### config.mk
export PLATFORM = sky130hd
export DESIGN_NAME = atp_timer_async
export DESIGN_NICKNAME = d
export VERILOG_FILES = /design/src/hdl/atp_pkg.sv /design/src/hdl/atp_hold_xfer.sv /design/src/hdl/atp_timer_async.sv
export SDC_FILE = /design/constraint.sdc
export NUM_CORES = 1
export LEC_CHECK = 0
export ABC_AREA = 1
export ABC_CLOCK_PERIOD_IN_PS = 4000
export BUFFER_PORTS_ARGS = -buffer_cell sky130_fd_sc_hd__buf_4
export CORE_MARGIN = 2
export CORE_UTILIZATION = 50
export CTS_BUF_LIST = sky130_fd_sc_hd__clkbuf_4 sky130_fd_sc_hd__clkbuf_8 sky130_fd_sc_hd__clkbuf_16
export DETAILED_ROUTE_END_ITERATION = 8
export PLACE_DENSITY_LB_ADDON = 0.05
export SYNTH_ARGS = -nofsm -noshare
export SYNTH_HDL_FRONTEND = slang
export SYNTH_SLANG_ARGS = --single-unit
### constraint.sdc
create_clock -name aclk -period 4 [get_ports aclk]
set_clock_uncertainty 0.15 [all_clocks]
set_input_delay 0.6 -clock aclk [delete_from_list [all_inputs] [get_ports aclk]]
set_output_delay 0.6 -clock aclk [all_outputs]
set_load 0.1 [all_outputs]
### src/hdl/atp_pkg.sv
// Constants for the asynchronous timer clocking and prescaler block
package atp_pkg;

  // ==========================================================
  // Register byte offsets
  localparam logic [7:0] OFS_COUNT    = 8'h00;
  localparam logic [7:0] OFS_CMP_A    = 8'h04;
  localparam logic [7:0] OFS_CMP_B    = 8'h08;
  localparam logic [7:0] OFS_CTL_A    = 8'h0C;
  localparam logic [7:0] OFS_CTL_B    = 8'h10;
  localparam logic [7:0] OFS_STATUS   = 8'h14;
  localparam logic [7:0] OFS_IRQ_EN   = 8'h18;
  localparam logic [7:0] OFS_FLAGS    = 8'h1C;
  localparam logic [7:0] OFS_GEN_CTL  = 8'h20;

  // ==========================================================
  // Field positions
  localparam int STS_ASYNC_SEL  = 0;
  localparam int STS_BUSY_LSB   = 1;
  localparam int CTLA_TOG_A     = 0;
  localparam int CTLA_TOG_B     = 1;
  localparam int CTLB_CS_LSB    = 0;
  localparam int GEN_PSR        = 0;
  localparam int FLG_OVF        = 0;
  localparam int FLG_CMP_A      = 1;
  localparam int FLG_CMP_B      = 2;

  // ==========================================================
  // Holding register slots
  localparam int NUM_HOLD     = 5;
  localparam int SLOT_COUNT   = 0;
  localparam int SLOT_CMP_A   = 1;
  localparam int SLOT_CMP_B   = 2;
  localparam int SLOT_CTL_A   = 3;
  localparam int SLOT_CTL_B   = 4;

  // ==========================================================
  // Reset values and cycle counts
  localparam logic [7:0] RST_BYTE     = 8'h00;
  localparam logic [1:0] XFER_EDGES   = 2'h2;
  localparam logic [2:0] HALT_CYCLES  = 3'h4;
  localparam int         FLAG_SYNC_CYC = 3;
  localparam logic [1:0] RESP_OKAY    = 2'h0;
  localparam logic [1:0] RESP_DECERR  = 2'h3;

  // ==========================================================
  // Prescaler tap masks
  localparam logic [9:0] MASK_DIV1    = 10'h000;
  localparam logic [9:0] MASK_DIV8    = 10'h007;
  localparam logic [9:0] MASK_DIV32   = 10'h01F;
  localparam logic [9:0] MASK_DIV64   = 10'h03F;
  localparam logic [9:0] MASK_DIV128  = 10'h07F;
  localparam logic [9:0] MASK_DIV256  = 10'h0FF;
  localparam logic [9:0] MASK_DIV1024 = 10'h3FF;

  // ==========================================================
  // Sleep mode codes
  localparam logic [2:0] SLP_IDLE     = 3'h0;
  localparam logic [2:0] SLP_NOISE    = 3'h1;
  localparam logic [2:0] SLP_PDOWN    = 3'h2;
  localparam logic [2:0] SLP_PSAVE    = 3'h3;
  localparam logic [2:0] SLP_STBY     = 3'h6;
  localparam logic [2:0] SLP_EXT_STBY = 3'h7;

endpackage : atp_pkg

### src/hdl/atp_hold_xfer.sv
// Holding register with update-busy flag for one timer-domain register
`timescale 1ns/1ps
module atp_hold_xfer
  import atp_pkg::*;
#(
  parameter int WIDTH = 8
) (
  input  wire logic             aclk,
  input  wire logic             aresetn,
  input  wire logic             async_sel,
  input  wire logic             osc_rise,
  input  wire logic             wr_en,
  input  wire logic [WIDTH-1:0] wr_data,
  output logic                  load,
  output logic [WIDTH-1:0]      hold_data,
  output logic                  busy
);

  if (WIDTH < 1) begin : g_width_check
    $error("atp_hold_xfer: WIDTH must be positive");
  end

  logic [WIDTH-1:0] hold_reg;
  logic             pend_reg;
  logic [1:0]       edge_reg;
  logic             done_reg;
  logic             busy_reg;

  // ==========================================================
  // Transfer on second oscillator edge, or at once when synchronous
  assign load      = pend_reg & ~wr_en & (~async_sel | (osc_rise & (edge_reg == XFER_EDGES - 2'h1)));
  assign hold_data = hold_reg;
  assign busy      = busy_reg;

  always_ff @(posedge aclk) begin
    if (!aresetn) begin
      hold_reg <= '0;
      pend_reg <= 1'b0;
      edge_reg <= 2'h0;
      done_reg <= 1'b0;
      busy_reg <= 1'b0;
    end else begin
      done_reg <= load;
      if (wr_en) begin
        hold_reg <= wr_data;
        pend_reg <= 1'b1;
        edge_reg <= 2'h0;
        busy_reg <= 1'b1;
      end else begin
        if (load) begin
          pend_reg <= 1'b0;
        end else if (pend_reg && osc_rise) begin
          edge_reg <= edge_reg + 2'h1;
        end
        if (done_reg && !pend_reg) begin
          busy_reg <= 1'b0;
        end
      end
    end
  end

  AST_LOAD_TWO_EDGES: assert property (@(posedge aclk) disable iff (!aresetn)
    load && async_sel |-> osc_rise && edge_reg == 2'h1)
    else $error("transfer before second oscillator edge");

  AST_BUSY_ON_WRITE: assert property (@(posedge aclk) disable iff (!aresetn)
    wr_en |=> busy && (!async_sel || !load) ##1 busy)
    else $error("busy flag not raised by write");

endmodule : atp_hold_xfer

### src/hdl/atp_timer_async.sv
// Asynchronous clocking, write transfer and prescaler of the 8-bit timer
//
// Operation
// - Writes reach destination after two oscillator edges, at once when synchronous
// - Five registers each own a holding register
// - Status shows one update-busy flag per holding
// - Compare suppressed while count or compare pending
// - Oscillator runs only while async selected, except in power-down, standby
// - Wake-up starts on next timer clock
// - Core halted four cycles after timer wake
// - Count copy refreshed each rising oscillator edge
// - Flags reach core after three cycles plus tick
// - Compare pin changes in timer clock domain
// - Source is core clock unless async selected
// - Async select detaches both oscillator pins
// - Prescaler offers 1,8,32,64,128,256,1024, stop
// - Prescaler reset bit clears the prescaler
`timescale 1ns/1ps
module atp_timer_async
  import atp_pkg::*;
(
  input  wire logic        aclk,
  input  wire logic        aresetn,
  input  wire logic [7:0]  s_axi_awaddr,
  input  wire logic        s_axi_awvalid,
  output logic             s_axi_awready,
  input  wire logic [31:0] s_axi_wdata,
  input  wire logic [3:0]  s_axi_wstrb,
  input  wire logic        s_axi_wvalid,
  output logic             s_axi_wready,
  output logic [1:0]       s_axi_bresp,
  output logic             s_axi_bvalid,
  input  wire logic        s_axi_bready,
  input  wire logic [7:0]  s_axi_araddr,
  input  wire logic        s_axi_arvalid,
  output logic             s_axi_arready,
  output logic [31:0]      s_axi_rdata,
  output logic [1:0]       s_axi_rresp,
  output logic             s_axi_rvalid,
  input  wire logic        s_axi_rready,
  input  wire logic        osc_in_pin,
  input  wire logic        sleep_active,
  input  wire logic [2:0]  sleep_mode,
  output logic             osc_enable,
  output logic             osc_pins_detached,
  output logic             compare_out_a,
  output logic             compare_out_b,
  output logic             wake_req,
  output logic             cpu_halt
);

  // ==========================================================
  // Bus slave state
  logic [7:0]  aw_addr_reg;
  logic        aw_full_reg;
  logic [7:0]  w_data_reg;
  logic        w_strb_reg;
  logic        w_full_reg;
  logic        bvalid_reg;
  logic [1:0]  bresp_reg;
  logic        rvalid_reg;
  logic [31:0] rdata_reg;
  logic [1:0]  rresp_reg;

  assign s_axi_awready = ~aw_full_reg & ~bvalid_reg;
  assign s_axi_wready  = ~w_full_reg & ~bvalid_reg;
  assign s_axi_bvalid  = bvalid_reg;
  assign s_axi_bresp   = bresp_reg;
  assign s_axi_arready = ~rvalid_reg;
  assign s_axi_rvalid  = rvalid_reg;
  assign s_axi_rdata   = rdata_reg;
  assign s_axi_rresp   = rresp_reg;

  wire wr_fire = aw_full_reg & w_full_reg & ~bvalid_reg;
  wire wr_byte = wr_fire & w_strb_reg;
  wire wr_hit  = (aw_addr_reg <= OFS_GEN_CTL) & (aw_addr_reg[1:0] == 2'h0);
  wire rd_fire = s_axi_arvalid & ~rvalid_reg;
  wire rd_hit  = (s_axi_araddr <= OFS_GEN_CTL) & (s_axi_araddr[1:0] == 2'h0);

  always_ff @(posedge aclk) begin
    if (!aresetn) begin
      aw_addr_reg <= 8'h00;
      aw_full_reg <= 1'b0;
      w_data_reg  <= 8'h00;
      w_strb_reg  <= 1'b0;
      w_full_reg  <= 1'b0;
      bvalid_reg  <= 1'b0;
      bresp_reg   <= RESP_OKAY;
    end else begin
      if (s_axi_awvalid && s_axi_awready) begin
        aw_addr_reg <= s_axi_awaddr;
        aw_full_reg <= 1'b1;
      end
      if (s_axi_wvalid && s_axi_wready) begin
        w_data_reg <= s_axi_wdata[7:0];
        w_strb_reg <= s_axi_wstrb[0];
        w_full_reg <= 1'b1;
      end
      if (wr_fire) begin
        aw_full_reg <= 1'b0;
        w_full_reg  <= 1'b0;
        bvalid_reg  <= 1'b1;
        bresp_reg   <= wr_hit ? RESP_OKAY : RESP_DECERR;
      end else if (bvalid_reg && s_axi_bready) begin
        bvalid_reg <= 1'b0;
      end
    end
  end

  // ==========================================================
  // Oscillator pin synchroniser and edge detect
  logic osc_meta_reg;
  logic osc_sync_reg;
  logic osc_prev_reg;
  wire  osc_rise = osc_sync_reg & ~osc_prev_reg;

  always_ff @(posedge aclk) begin
    if (!aresetn) begin
      osc_meta_reg <= 1'b0;
      osc_sync_reg <= 1'b0;
      osc_prev_reg <= 1'b0;
    end else begin
      osc_meta_reg <= osc_in_pin;
      osc_sync_reg <= osc_meta_reg;
      osc_prev_reg <= osc_sync_reg;
    end
  end

  // ==========================================================
  // Control and status registers
  logic       async_sel_reg;
  logic [2:0] irq_en_reg;
  logic [2:0] flags_reg;
  logic [2:0] flags_next;
  logic       psr_reg;

  wire sel_status = wr_byte & (aw_addr_reg == OFS_STATUS);
  wire sel_irq_en = wr_byte & (aw_addr_reg == OFS_IRQ_EN);
  wire sel_flags  = wr_byte & (aw_addr_reg == OFS_FLAGS);
  wire sel_gen    = wr_byte & (aw_addr_reg == OFS_GEN_CTL);

  // Timer source is core clock until async select is set
  wire src_tick = async_sel_reg ? osc_rise : 1'b1;
  assign osc_pins_detached = async_sel_reg;
  wire deep_sleep = sleep_active & ((sleep_mode == SLP_PDOWN) | (sleep_mode == SLP_STBY));
  assign osc_enable = async_sel_reg & ~deep_sleep;

  // ==========================================================
  // Holding registers, one per destination
  logic [NUM_HOLD-1:0] hold_wr;
  logic [NUM_HOLD-1:0] hold_load;
  logic [NUM_HOLD-1:0] hold_busy;
  logic [7:0]          hold_data [NUM_HOLD];
  logic [7:0]          dest_reg  [NUM_HOLD];
  logic [7:0]          count_reg;
  logic [7:0]          count_copy_reg;
  logic                timer_tick;

  assign hold_wr[SLOT_COUNT] = wr_byte & (aw_addr_reg == OFS_COUNT);
  assign hold_wr[SLOT_CMP_A] = wr_byte & (aw_addr_reg == OFS_CMP_A);
  assign hold_wr[SLOT_CMP_B] = wr_byte & (aw_addr_reg == OFS_CMP_B);
  assign hold_wr[SLOT_CTL_A] = wr_byte & (aw_addr_reg == OFS_CTL_A);
  assign hold_wr[SLOT_CTL_B] = wr_byte & (aw_addr_reg == OFS_CTL_B);

  genvar gi;
  generate
    for (gi = 0; gi < NUM_HOLD; gi++) begin : g_hold
      atp_hold_xfer #(.WIDTH(8)) u_hold (
        .aclk      (aclk),
        .aresetn   (aresetn),
        .async_sel (async_sel_reg),
        .osc_rise  (osc_rise),
        .wr_en     (hold_wr[gi]),
        .wr_data   (w_data_reg),
        .load      (hold_load[gi]),
        .hold_data (hold_data[gi]),
        .busy      (hold_busy[gi])
      );
      if (gi == SLOT_COUNT) begin : g_cnt
        assign dest_reg[gi] = count_reg;
      end else begin : g_dst
        logic [7:0] val_reg;
        assign dest_reg[gi] = val_reg;
        always_ff @(posedge aclk) begin
          if (!aresetn) begin
            val_reg <= RST_BYTE;
          end else if (hold_load[gi]) begin
            val_reg <= hold_data[gi];
          end
        end
      end
    end
  endgenerate

  // ==========================================================
  // Prescaler
  logic [9:0] presc_reg;
  logic [9:0] presc_mask;
  wire  [2:0] clk_sel = dest_reg[SLOT_CTL_B][CTLB_CS_LSB +: 3];

  assign presc_mask = (clk_sel == 3'h1) ? MASK_DIV1 :
                      (clk_sel == 3'h2) ? MASK_DIV8 :
                      (clk_sel == 3'h3) ? MASK_DIV32 :
                      (clk_sel == 3'h4) ? MASK_DIV64 :
                      (clk_sel == 3'h5) ? MASK_DIV128 :
                      (clk_sel == 3'h6) ? MASK_DIV256 : MASK_DIV1024;
  assign timer_tick = src_tick & (clk_sel != 3'h0) & ((presc_reg & presc_mask) == presc_mask);

  always_ff @(posedge aclk) begin
    if (!aresetn) begin
      presc_reg <= 10'h000;
    end else if (psr_reg) begin
      presc_reg <= 10'h000;
    end else if (src_tick) begin
      presc_reg <= presc_reg + 10'h001;
    end
  end

  // ==========================================================
  // Counter, compare and compare pins
  wire cmp_a_evt = timer_tick & (count_reg == dest_reg[SLOT_CMP_A])
                   & ~hold_busy[SLOT_COUNT] & ~hold_busy[SLOT_CMP_A];
  wire cmp_b_evt = timer_tick & (count_reg == dest_reg[SLOT_CMP_B])
                   & ~hold_busy[SLOT_COUNT] & ~hold_busy[SLOT_CMP_B];
  wire ovf_evt   = timer_tick & (count_reg == 8'hFF);
  logic cmp_out_a_reg;
  logic cmp_out_b_reg;
  assign compare_out_a = cmp_out_a_reg;
  assign compare_out_b = cmp_out_b_reg;

  always_ff @(posedge aclk) begin
    if (!aresetn) begin
      count_reg      <= RST_BYTE;
      count_copy_reg <= RST_BYTE;
      cmp_out_a_reg  <= 1'b0;
      cmp_out_b_reg  <= 1'b0;
    end else begin
      if (hold_load[SLOT_COUNT]) begin
        count_reg <= hold_data[SLOT_COUNT];
      end else if (timer_tick) begin
        count_reg <= count_reg + 8'h01;
      end
      if (src_tick) begin
        count_copy_reg <= count_reg;
      end
      if (cmp_a_evt && dest_reg[SLOT_CTL_A][CTLA_TOG_A]) begin
        cmp_out_a_reg <= ~cmp_out_a_reg;
      end
      if (cmp_b_evt && dest_reg[SLOT_CTL_A][CTLA_TOG_B]) begin
        cmp_out_b_reg <= ~cmp_out_b_reg;
      end
    end
  end

  // ==========================================================
  // Flag synchronisation, wake-up and halt
  logic [2:0] evt_pipe_reg [FLAG_SYNC_CYC-1];
  logic       wake_reg;
  logic [2:0] halt_reg;
  wire  [2:0] evt_now  = {cmp_b_evt, cmp_a_evt, ovf_evt};
  wire  [2:0] flag_clr = sel_flags ? w_data_reg[2:0] : 3'h0;
  wire        irq_pend = |(flags_reg & irq_en_reg);
  wire        wake_now = sleep_active & irq_pend & src_tick & ~wake_reg;

  assign flags_next = (flags_reg & ~flag_clr) | evt_pipe_reg[FLAG_SYNC_CYC-2];
  assign wake_req   = wake_reg;
  assign cpu_halt   = (halt_reg != 3'h0);

  always_ff @(posedge aclk) begin
    if (!aresetn) begin
      async_sel_reg <= 1'b0;
      irq_en_reg    <= 3'h0;
      flags_reg     <= 3'h0;
      psr_reg       <= 1'b0;
      wake_reg      <= 1'b0;
      halt_reg      <= 3'h0;
      for (int i = 0; i < FLAG_SYNC_CYC - 1; i++) begin
        evt_pipe_reg[i] <= 3'h0;
      end
    end else begin
      evt_pipe_reg[0] <= evt_now;
      for (int i = 1; i < FLAG_SYNC_CYC - 1; i++) begin
        evt_pipe_reg[i] <= evt_pipe_reg[i-1];
      end
      flags_reg <= flags_next;
      psr_reg   <= sel_gen & w_data_reg[GEN_PSR];
      wake_reg  <= wake_now;
      if (sel_status) begin
        async_sel_reg <= w_data_reg[STS_ASYNC_SEL];
      end
      if (sel_irq_en) begin
        irq_en_reg <= w_data_reg[2:0];
      end
      if (wake_now) begin
        halt_reg <= HALT_CYCLES;
      end else if (halt_reg != 3'h0) begin
        halt_reg <= halt_reg - 3'h1;
      end
    end
  end

  // ==========================================================
  // Read path
  wire [7:0] rd_byte =
    (s_axi_araddr == OFS_COUNT)  ? count_copy_reg :
    (s_axi_araddr == OFS_CMP_A)  ? dest_reg[SLOT_CMP_A] :
    (s_axi_araddr == OFS_CMP_B)  ? dest_reg[SLOT_CMP_B] :
    (s_axi_araddr == OFS_CTL_A)  ? dest_reg[SLOT_CTL_A] :
    (s_axi_araddr == OFS_CTL_B)  ? dest_reg[SLOT_CTL_B] :
    (s_axi_araddr == OFS_STATUS) ? {2'h0, hold_busy, async_sel_reg} :
    (s_axi_araddr == OFS_IRQ_EN) ? {5'h00, irq_en_reg} :
    (s_axi_araddr == OFS_FLAGS)  ? {5'h00, flags_reg} : 8'h00;

  always_ff @(posedge aclk) begin
    if (!aresetn) begin
      rvalid_reg <= 1'b0;
      rdata_reg  <= 32'h0000_0000;
      rresp_reg  <= RESP_OKAY;
    end else if (rd_fire) begin
      rvalid_reg <= 1'b1;
      rdata_reg  <= {24'h00_0000, rd_hit ? rd_byte : 8'h00};
      rresp_reg  <= rd_hit ? RESP_OKAY : RESP_DECERR;
    end else if (rvalid_reg && s_axi_rready) begin
      rvalid_reg <= 1'b0;
    end
  end

  // ==========================================================
  // Checks
  AST_SRC_DEFAULT: assert property (@(posedge aclk) disable iff (!aresetn)
    !async_sel_reg && !psr_reg |=> presc_reg == $past(presc_reg) + 10'h001)
    else $error("synchronous source does not advance every cycle");

  AST_CMP_SUPPRESS: assert property (@(posedge aclk) disable iff (!aresetn)
    (hold_busy[SLOT_COUNT] || hold_busy[SLOT_CMP_A]) |-> !cmp_a_evt)
    else $error("compare fired during pending write");

  AST_FLAG_LATENCY: assert property (@(posedge aclk) disable iff (!aresetn)
    ovf_evt |-> ##3 flags_reg[FLG_OVF])
    else $error("overflow flag latency wrong");

  AST_FLAG_NOT_EARLY: assert property (@(posedge aclk) disable iff (!aresetn)
    ovf_evt && !flags_reg[FLG_OVF] |=> !flags_reg[FLG_OVF] ##1 !flags_reg[FLG_OVF])
    else $error("overflow flag visible too early");

  AST_HALT_FOUR: assert property (@(posedge aclk) disable iff (!aresetn)
    wake_now |=> cpu_halt [*4] ##1 (!cpu_halt || wake_reg))
    else $error("halt not four cycles");

  AST_OSC_RUN: assert property (@(posedge aclk) disable iff (!aresetn)
    async_sel_reg && sleep_active && sleep_mode == SLP_PSAVE |-> osc_enable)
    else $error("oscillator stopped in power-save");

  AST_PSR_CLEAR: assert property (@(posedge aclk) disable iff (!aresetn)
    sel_gen && w_data_reg[GEN_PSR] |=> ##1 presc_reg == 10'h000)
    else $error("prescaler not reset");

  AST_COPY_HOLD: assert property (@(posedge aclk) disable iff (!aresetn)
    async_sel_reg && !osc_rise |=> $stable(count_copy_reg))
    else $error("count copy changed without oscillator edge");

  AST_DETACH: assert property (@(posedge aclk) disable iff (!aresetn)
    $rose(async_sel_reg) |-> osc_pins_detached && $past(sel_status))
    else $error("pins not detached on async select");

endmodule : atp_timer_async

Yosys cells after proc, flatten, opt, wreduce, memory -nomap -nowiden
Memories as Yosys holds them, arrays and structs flattened. Index checks and enable logic that the tools add are counted.

Register bits after elaboration: 173. Memory bits (writable): 6. Logic and storage cells: 288. Latch bits: 0. Memories kept: 1. Memory bits (read-only): 0. Output and inout bits: 47. Input bits: 64.

Add/sub/neg operators: 8. Reduce and logical (&&, ||, !) cells: 55. Muxes and demuxes: 51. Bitwise gates (word level): 85. Equality and inequality tests: 32. $mul: 0. Div/mod/pow operators: 0. $lt $le $gt $ge: 2. Shifts and indexed selects: 0.

Memories: evt_pipe_reg (depth 2, width 3, read ports 2, clocked after Yosys merged registers in 0, write ports 2, line atp_timer_async.sv:257) `logic [2:0] evt_pipe_reg [FLAG_SYNC_CYC-1];`.

Operator list (number): equality test 8 x 5 -> 1 bit (second input constant) (8); two-way mux 8 bit (8); two-way mux 10 bit (6); bitwise AND 1 bit (48); equality test 8 x 4 -> 1 bit (second input constant) (4); nonzero test 2 bit (14); two-way mux 1 bit (27); inverter 1 bit (24); two-way mux 3 bit (7); equality test 8 x 3 -> 1 bit (second input constant) (2); equality test 8 bit (2); less-or-equal comparator 8 x 6 -> 1 bit (second input constant) (2); logical AND 1 bit (16); logical NOT 8 bit (2); OR reduction 2 bit (8); equality test 3 bit (second input constant) (4); adder 10 x 1 -> 10 bit (second input constant) (1); adder 2 x 1 -> 2 bit (second input constant) (5); bitwise AND 10 bit (1); equality test 10 bit (1); equality test 2 x 1 -> 1 bit (second input constant) (5); AND reduction 2 bit (5); equality test 3 x 2 -> 1 bit (second input constant) (3); adder 8 x 1 -> 8 bit (second input constant) (1); other kinds (14) (29).

Longest topological paths before layout
Gate-level depths: netlist (run 1).

Word-level depth: 14. Depth in mapped cells: 11. Mapped depth without buffers: 11.

Modules after synthesis
From an unflattened synthesis (run 1), not the netlist that was laid out.

Cell total of the unflattened synthesis: 1078. Area, all modules: 8025.2 sq um.

By module, submodules not included: atp_timer_async (area an instance 5529.1 sq um, seq. area each 2242.2 sq um, instances 1, cells each 753); atp_hold_xfer (area an instance 499.2 sq um, seq. area each 260.2 sq um, instances 5, cells each 65).

Worst setup path before layout (run 1)
OpenSTA, ideal clock, no wires.

Path type: reg-to-reg. Start: reg bvalid_reg, in the netlist s_axi_bvalid. End: reg w_data_reg[0]. Arrival: 2.939 ns. Stages on the path, launching flop included: 5. Buffers on the path: 1. Slack: 0.841 ns. Period minus slack after synthesis: 3.159 ns. Setup time: 0.070 ns. Data required time: 3.780 ns. Cells stage by stage: dfxtp_1 nor2_1 nand2_1 clkbuf_1 a21oi_1.

Longest elaborated chain between the ends: 3.

Ends and longest elaborated chain: from (decl) (line atp_timer_async.sv:59) `logic bvalid_reg;`; from (signal assigned) (line atp_timer_async.sv:87) `bvalid_reg <= 1'b0;`; from (signal assigned) (line atp_timer_async.sv:102) `bvalid_reg <= 1'b1;`; from (signal assigned) (line atp_timer_async.sv:105) `bvalid_reg <= 1'b0;`; inverter 1 bit (line atp_timer_async.sv:66) `assign s_axi_wready = ~w_full_reg & ~bvalid_reg;`; bitwise AND 1 bit (line atp_timer_async.sv:66); net s_axi_wready (line atp_timer_async.sv:30) `output logic s_axi_wready,`; logical AND 1 bit (line atp_timer_async.sv:94) `if (s_axi_wvalid && s_axi_wready) begin`; to (signal assigned) (line atp_timer_async.sv:95) `w_data_reg <= s_axi_wdata[7:0];`; to (decl) (line atp_timer_async.sv:56) `logic [7:0] w_data_reg;`.

The timed path passes the listed nets, and every way through them passes these cells. A chain may end at the register's enable or synchronous reset.

Worst setup path after layout (run 1)
Start: reg async_sel_reg, in the netlist osc_pins_detached. End: reg presc_reg[8].

Longest elaborated chain between the ends: 1.

Ends and longest elaborated chain: from (decl) (line atp_timer_async.sv:131) `logic async_sel_reg;`; from (signal assigned) (line atp_timer_async.sv:289) `async_sel_reg <= w_data_reg[STS_ASYNC_SEL];`; two-way mux 1 bit (line atp_timer_async.sv:143) `wire src_tick = async_sel_reg ? osc_rise : 1'b1;`; to (signal assigned) (line atp_timer_async.sv:215) `presc_reg <= presc_reg + 10'h001;`; to (decl) (line atp_timer_async.sv:197) `logic [9:0] presc_reg;`.

Every way passes these cells.

==> impl_metrics.tcl, run 1 <==
set metrics [dict create \
    outcome "finished clean" \
    antenna_found_initial 0 \
    synth-main-ff-cell "dfxtp_1" \
    ys_types 41 \
    drv_slew 0 \
    reg2reg_from "osc_pins_detached" \
    wl_met1_um 8850 \
    gp_congestion 0.857 \
    synth_warnings 0 \
    p_leak_uw 0.00361 \
    io_buffers 58 \
    first_pass_iters 5 \
    place_inst 1213 \
    tns_ns 0 \
    cts_max_level 4 \
    clock_path_buffers 2 \
    synth_seq_area_share_pct 46.1 \
    slew_headroom_pct 56.3 \
    dr.max_layer_used "met4" \
    rsz0062_at_grt "false" \
    clkTransAtPathRegs_ns 0.06 \
    fin_crit_sh_pct 62.0 \
    grt_pass1_vias 5793 \
    worst_slew_pin_slew_ns 0.656 \
    drc 0 \
    die_area_um2 16400 \
    hold_viol 0 \
    routed_wl_um 18000 \
    worstPathMaxFanout 20 \
    netlist_area_um2 7680 \
    clock_latency_ns 0.43 \
    wl_met3_um 671 \
    fillers 1470 \
    antenna_left 0 \
    period_minus_slack_ns 2.48 \
    drt_iter0_markers 392 \
    clockRootBuffer "clkbuf_16" \
    nNetsFinal 1118 \
    ys_seq_elements 177 \
    wl_met2_um 8240 \
    cts-hold-fix-buffers 0 \
    cts_setup_buffers 0 \
    arrival_ns 2.66 \
    endpoint "presc_reg[8]" \
    fin_area_um2 8710 \
    endpoint_kind "flip-flop" \
    vdd_drop_max_mv 0.301 \
    rows 45 \
    dpl_cell_area_um2 8080 \
    grt_overflow 0 \
    via_per_inst 5.09 \
    die_w_um 128 \
    crit_type "reg -> reg" \
    p_per_area_nw_per_um2 472 \
    hpwl_um 13000 \
    synth_edf_count 0 \
    largest_register_ffs 40 \
    fp.dieH_um 128 \
    area_growth_pct 13.4 \
    r2r_end "presc_reg[8]" \
    post_drt_wl_per_cell_um 14.5 \
    async_flop_share_pct 0 \
    reg2reg_depth 10 \
    antenna_cells 0 \
    io_pins 111 \
    drv_cap 0 \
    cts_tree "yes" \
    start_util_pct 50.9 \
    grt_pass1_wl_um 29700 \
    fmax_mhz 403 \
    regToRegSetupSlack_ns 1.52 \
    cts_inserted_buffers 17 \
    grt_usage_pct 23.3 \
    syn_avg_cell_area_um2 7.68 \
    finalNonFillerCells 1244 \
    synthCells 1001 \
    setup_viol 0 \
    total_power_uw 4110 \
    drive_gt1_share_pct 12.2 \
    crit_path_start_kind "flip-flop" \
    grt_max_degree 70 \
    critPathLaunch "osc_pins_detached" \
    min-delay-path-class "in -> reg" \
    clkSinkCount 177 \
    core-area_um2 15100 \
    vias 6333 \
    worst_ep_required_time_ns 4.18 \
    cts_resized 0 \
    final_util_pct 57.7 \
]
## cell families after synthesis
| group | after synthesis | synth area share, % |
|---|---|---|
| compound gates | 298 | 20.1 |
| xor+xnor | 18 | 2.05 |
| fa+ha+maj | 10 | 1.63 |
| buf+inv | 183 | 11.1 |
| flops | 177 | 46.1 |
| other cells | 1 | 0.0488 |
| simple gates | 314 | 19.0 |
## final cells by class
| cell class | instances | area [µm²] | share of cell area [%] |
|---|---|---|---|
| clock buffer | 22 | 482 | 5.53 |
| clock inverter | 9 | 155 | 1.78 |
| inverter | 123 | 464 | 5.33 |
| multi-input combinational | 664 | 3380 | 38.7 |
| sequential | 177 | 3540 | 40.7 |
| tap | 188 | 235 | 2.70 |
| timing repair buffer | 61 | 458 | 5.26 |
## worst min-delay path by stage
stage | from | end | cells past startpoint
after floorplan | evt_pipe_reg[0][0] | evt_pipe_reg[0][3] | 2
after global placement | osc_meta_reg | osc_sync_reg | 2
after detailed placement | evt_pipe_reg[0][1] | evt_pipe_reg[0][4] | 2
after CTS | osc_in_pin | osc_meta_reg | 3
after global routing | osc_in_pin | osc_meta_reg | 3
final | osc_in_pin | osc_meta_reg | 3
## power by group
part           internal, µW  total, µW  switching (µW)
clock                  1110       1780             677
combinational           112        502             390
sequential             1800       1830            22.8
## placed cells by master, fill, tap and decap left out, drive strengths merged, types with 2 or more instances in the layout
cell type,n
dfxtp,177
a21oi,154
nand2,131
o21ai,124
inv,123
nor2,117
buf,61
nand3,42
conb,24
clkbuf,22
xor2,16
ha,10
nand4,9
nor3,8
a211oi,5
o22ai,4
o211ai,4
bufinv,4
clkinv,4
nor4,3
nand3b,3
xnor2,2
o21a,2
o211a,2
## critical path, stage by stage, from the launching register on
cell and delay [ns]:
dfxtp_1 0.44, inv_1 0.26, nor2_2 0.13, inv_1 0.48, nand2_1 0.18, nor2_1 0.19, inv_1 0.06, nor2_1 0.17
nand3_1 0.12, o21ai_0 0.15, a21oi_1 0.05
## per-layer routing
| layer | GRT usage [%] | vias to the layer above |
|---|---|---|
| met5 | 0 | - |
| met4 | 6.85 | 0 |
| met3 | 4.51 | 18 |
| met2 | 37.5 | 122 |
| met1 | 31.9 | 2848 |
| li1 | - | 3345 |
## metrics by stage
step                setup WS, ns  hold slack (ns)
floorplan                  0.841            0.240
global placement            1.49            0.246
detailed placement          1.47            0.249
CTS                         1.50            0.212
global route                1.22            0.214
finish                      1.52            0.222
## synth_stat cells (5+ instances only)
cell type,instances,area (µm²)
a211oi_1,5,37.5
a21oi_1,154,771
buf_4,28,210
buf_6,7,78.8
clkbuf_1,18,67.6
dfxtp_1,177,3540
ha_1,10,125
inv_1,120,450
nand2_1,125,469
nand2_2,5,31.3
nand3_1,36,180
nand3_2,5,50.1
nand4_1,9,56.3
nor2_1,100,375
nor2_2,9,56.3
nor2_4,7,78.8
nor3_1,7,35.0
o21ai_0,118,591
o21ai_1,6,30.0
xor2_1,16,140
No activity file was read; power rests on OpenSTA's default activity.
==> inputs of run 2 (changes only) <==
--- a/config.mk
+++ b/config.mk
@@ -5,8 +5,8 @@
 export SDC_FILE = /design/constraint.sdc
 export NUM_CORES = 1
 export LEC_CHECK = 0
-export ABC_AREA = 1
-export ABC_CLOCK_PERIOD_IN_PS = 4000
+export ABC_AREA = 0
+export ABC_CLOCK_PERIOD_IN_PS = 2100
 export BUFFER_PORTS_ARGS = -buffer_cell sky130_fd_sc_hd__buf_4
 export CORE_MARGIN = 2
 export CORE_UTILIZATION = 50
==> constraint.sdc (replaced) <==
create_clock -name aclk -period 2.1 [get_ports aclk]
set_clock_uncertainty 0.15 [all_clocks]
set_input_delay 0.315 -clock aclk [delete_from_list [all_inputs] [get_ports aclk]]
set_output_delay 0.315 -clock aclk [all_outputs]
set_load 0.1 [all_outputs]
==> run 2 against run 1 <==
  * Utilization grew 3.3 points
  * Critical path depth shrank 6
  * Critical endpoint is now osc_enable
  * Global-route usage grew 0.79 points
  * Highest routed layer unchanged
  * Register-to-register slack lost 1.4 ns
  * Critical path type is now reg -> out
  * Sequential share of layout area shrank 2.2 points
==> impl_metrics.tcl, run 2 <==
set metrics [dict create \
    outcome "finished clean" \
    crit_type "reg -> out" \
    grt_pass1_wl_um 30400 \
    grt_max_degree 48 \
    start_util_pct 50.9 \
    die_w_um 128 \
    netlist_area_um2 7710 \
    synth_top_area_share_pct 46.0 \
    syn_avg_cell_area_um2 8.87 \
    via_per_inst 5.29 \
    first_pass_iters 5 \
    synthCells 869 \
    synth_seq_area_share_pct 46.0 \
    routed_wl_um 18900 \
    dpl_cell_area_um2 8440 \
    register_area_um2 3560 \
    antenna_left 0 \
    async_flop_share_pct 0 \
    clock_path_buffers 2 \
    cp_slowest_cell "dfxtp_4" \
    fmax_mhz 492 \
    vias 6093 \
    hold_viol 0 \
    fp.dieH_um 128 \
    cts_max_level 4 \
    post_drt_wl_per_cell_um 16.4 \
    final_util_pct 61.1 \
    arrival_ns 1.57 \
    path_depth 4 \
    synth_edf_count 0 \
    synth-main-ff-cell "dfxtp_1" \
    area_growth_pct 20.0 \
    mostFrequentLayoutCell "dfxtp_1" \
    reg2reg_depth 8 \
    vdd_drop_max_mv 0.597 \
    crit_family "buffers and inverters" \
    io_buffers 58 \
    largest_register_ffs 40 \
    period_minus_slack_ns 2.03 \
    cts_inserted_buffers 17 \
    core-area_um2 15100 \
    synth_area_leaders "dfxtp_1 (46%), mux2i_1 (11%), nor2_1 (6.3%)" \
    reg2reg_from "osc_prev_reg" \
    critical_path.cell_chain "inv_1 -> buf_4 -> a31oi_4 -> buf_6" \
    grt_usage_pct 24.1 \
    min-delay-path-class "in -> reg" \
    multi_input_area_um2 3810 \
    nNetsFinal 1025 \
    fillers 1290 \
    final_cell_mix "dfxtp_1 (173), nor2_1 (127), nand2_1 (92)" \
    ys_seq_elements 177 \
    synth_top_area_cell "dfxtp_1" \
    antenna_found_initial 0 \
    critPathLaunch "osc_pins_detached" \
    fin_crit_sh_pct 96.7 \
    p_leak_uw 0.00401 \
    clkSinkCount 177 \
    setup_viol 0 \
    yosysMostFrequentCell "dfxtp_1" \
    endpoint_kind "output port" \
    cts_tree "yes" \
    rows 45 \
    drc 0 \
    slew_headroom_pct 65.0 \
    die_area_um2 16400 \
    synth_warnings 0 \
    clockRootBuffer "clkbuf_16" \
    worst-path-buf-inv 3 \
    worst_slew_pin_slew_ns 0.525 \
    ys_types 55 \
    clock_latency_ns 0.43 \
    p_per_area_nw_per_um2 807 \
    crit_path_start_kind "flip-flop" \
    fin_area_um2 9250 \
    grt_overflow 0 \
    rsz0062_at_grt "false" \
    critical_path.max_stage_delay_ns 0.44 \
    antenna_cells 0 \
    drive_gt1_share_pct 17.0 \
    worstPathMaxFanout 12 \
    hold_depth 3 \
    clkTransAtPathRegs_ns 0.07 \
    drv_slew 0 \
    drt_iter0_markers 424 \
    grt_pass1_vias 5865 \
    worst_ep_required_time_ns 1.63 \
    hpwl_um 13500 \
    gp_congestion 0.919 \
    io_pins 111 \
    min-delay-start "s_axi_arvalid" \
    drv_cap 0 \
    synth_top_cells_by_count "dfxtp_1 (177), nor2_1 (129), nand2_1 (93)" \
]
run 2: cell types whose count changed after synthesis, moves of 14 or more:
cell / change
o21ai_0: -98
inv_1: -97
mux2i_1: +82
a21oi_1: -77
nand2_1: -32
nor2_1: +29
nand3_1: -20
xnor2_1: +19
nand2b_1: +18
clkbuf_1: +14
run 2: area by class of cell:
class	count	share of cell area, %
tap	188	2.54
timing repair buffer	116	10.6
clock buffer	19	4.83
clock inverter	13	1.38
multi-input combinational	615	41.2
sequential	177	38.4
inverter	24	1.03
run 2: cell families (layout without fill, tap and decap cells):
logic type	count (synthesis)	in the layout	share of synthesized area [%]
flops	177	177	46.0
fa+ha+maj	10	10	1.62
simple gates	317	317	19.2
buf+inv	100	172	6.66
compound gates	138	138	10.3
xor+xnor	38	38	4.32
mux	88	88	12.0
other cells	1	24	0.0487
run 2: per-stage QoR:
step | setup TNS [ns] | cells | power [µW] | worst slack [ns] | hold WS, ns
global placement | 0 | 1099 | 4390 | 0.0324 | 0.266
CTS | 0 | 1151 | 7500 | 0.00391 | 0.0540
finish | 0 | 1152 | 7470 | 0.0683 | 0.0577
floorplan | -0.186 | 892 | 4250 | -0.0558 | 0.262
global route | 0 | 1152 | 7750 | 0.00489 | 0.0766
detailed placement | 0 | 1099 | 4410 | 0.0163 | 0.272
run 2: path summary, 6_finish.rpt:
check | endpoint | slack [ns]
worst max-delay path | osc_enable | 0.07
worst min-delay path | s_axi_rvalid | 0.06
worst max register to register | presc_reg[8] | 0.14
worst min register to register | osc_sync_reg | 0.29
run 2: report_power, final:
part           internal (µW)  switching (µW)
logic                    257             657
registers               3410            69.6
clock network           1700            1380
run 2: repair_timing:
action / CTS / global route
pin swaps: 0 / 3
hold buffers: 20 / 0
endpoints found under the hold margin: 20 / 0
buffers inserted: 0 / 1
setup endpoints to repair: 2 / 6
gates resized for setup: 3 / 6
run 2: per-layer routing:
layer | track usage (%) | share of wire, % | up-vias
met5 | 0 | 0 | -
met4 | 8.21 | 1.7 | 0
met3 | 4.80 | 3.6 | 28
met2 | 40.4 | 49 | 144
met1 | 31.0 | 46 | 2867
li1 | - | - | 3054
run 2: worst register-to-register path: cells and delay by family, from the launching register on:
family | cells | cell delay, ns
DFF | 1 | 0.32
and+or+nand+nor | 5 | 0.84
buffers and inverters | 2 | 0.39
xor gates and xnor gates | 1 | 0.14
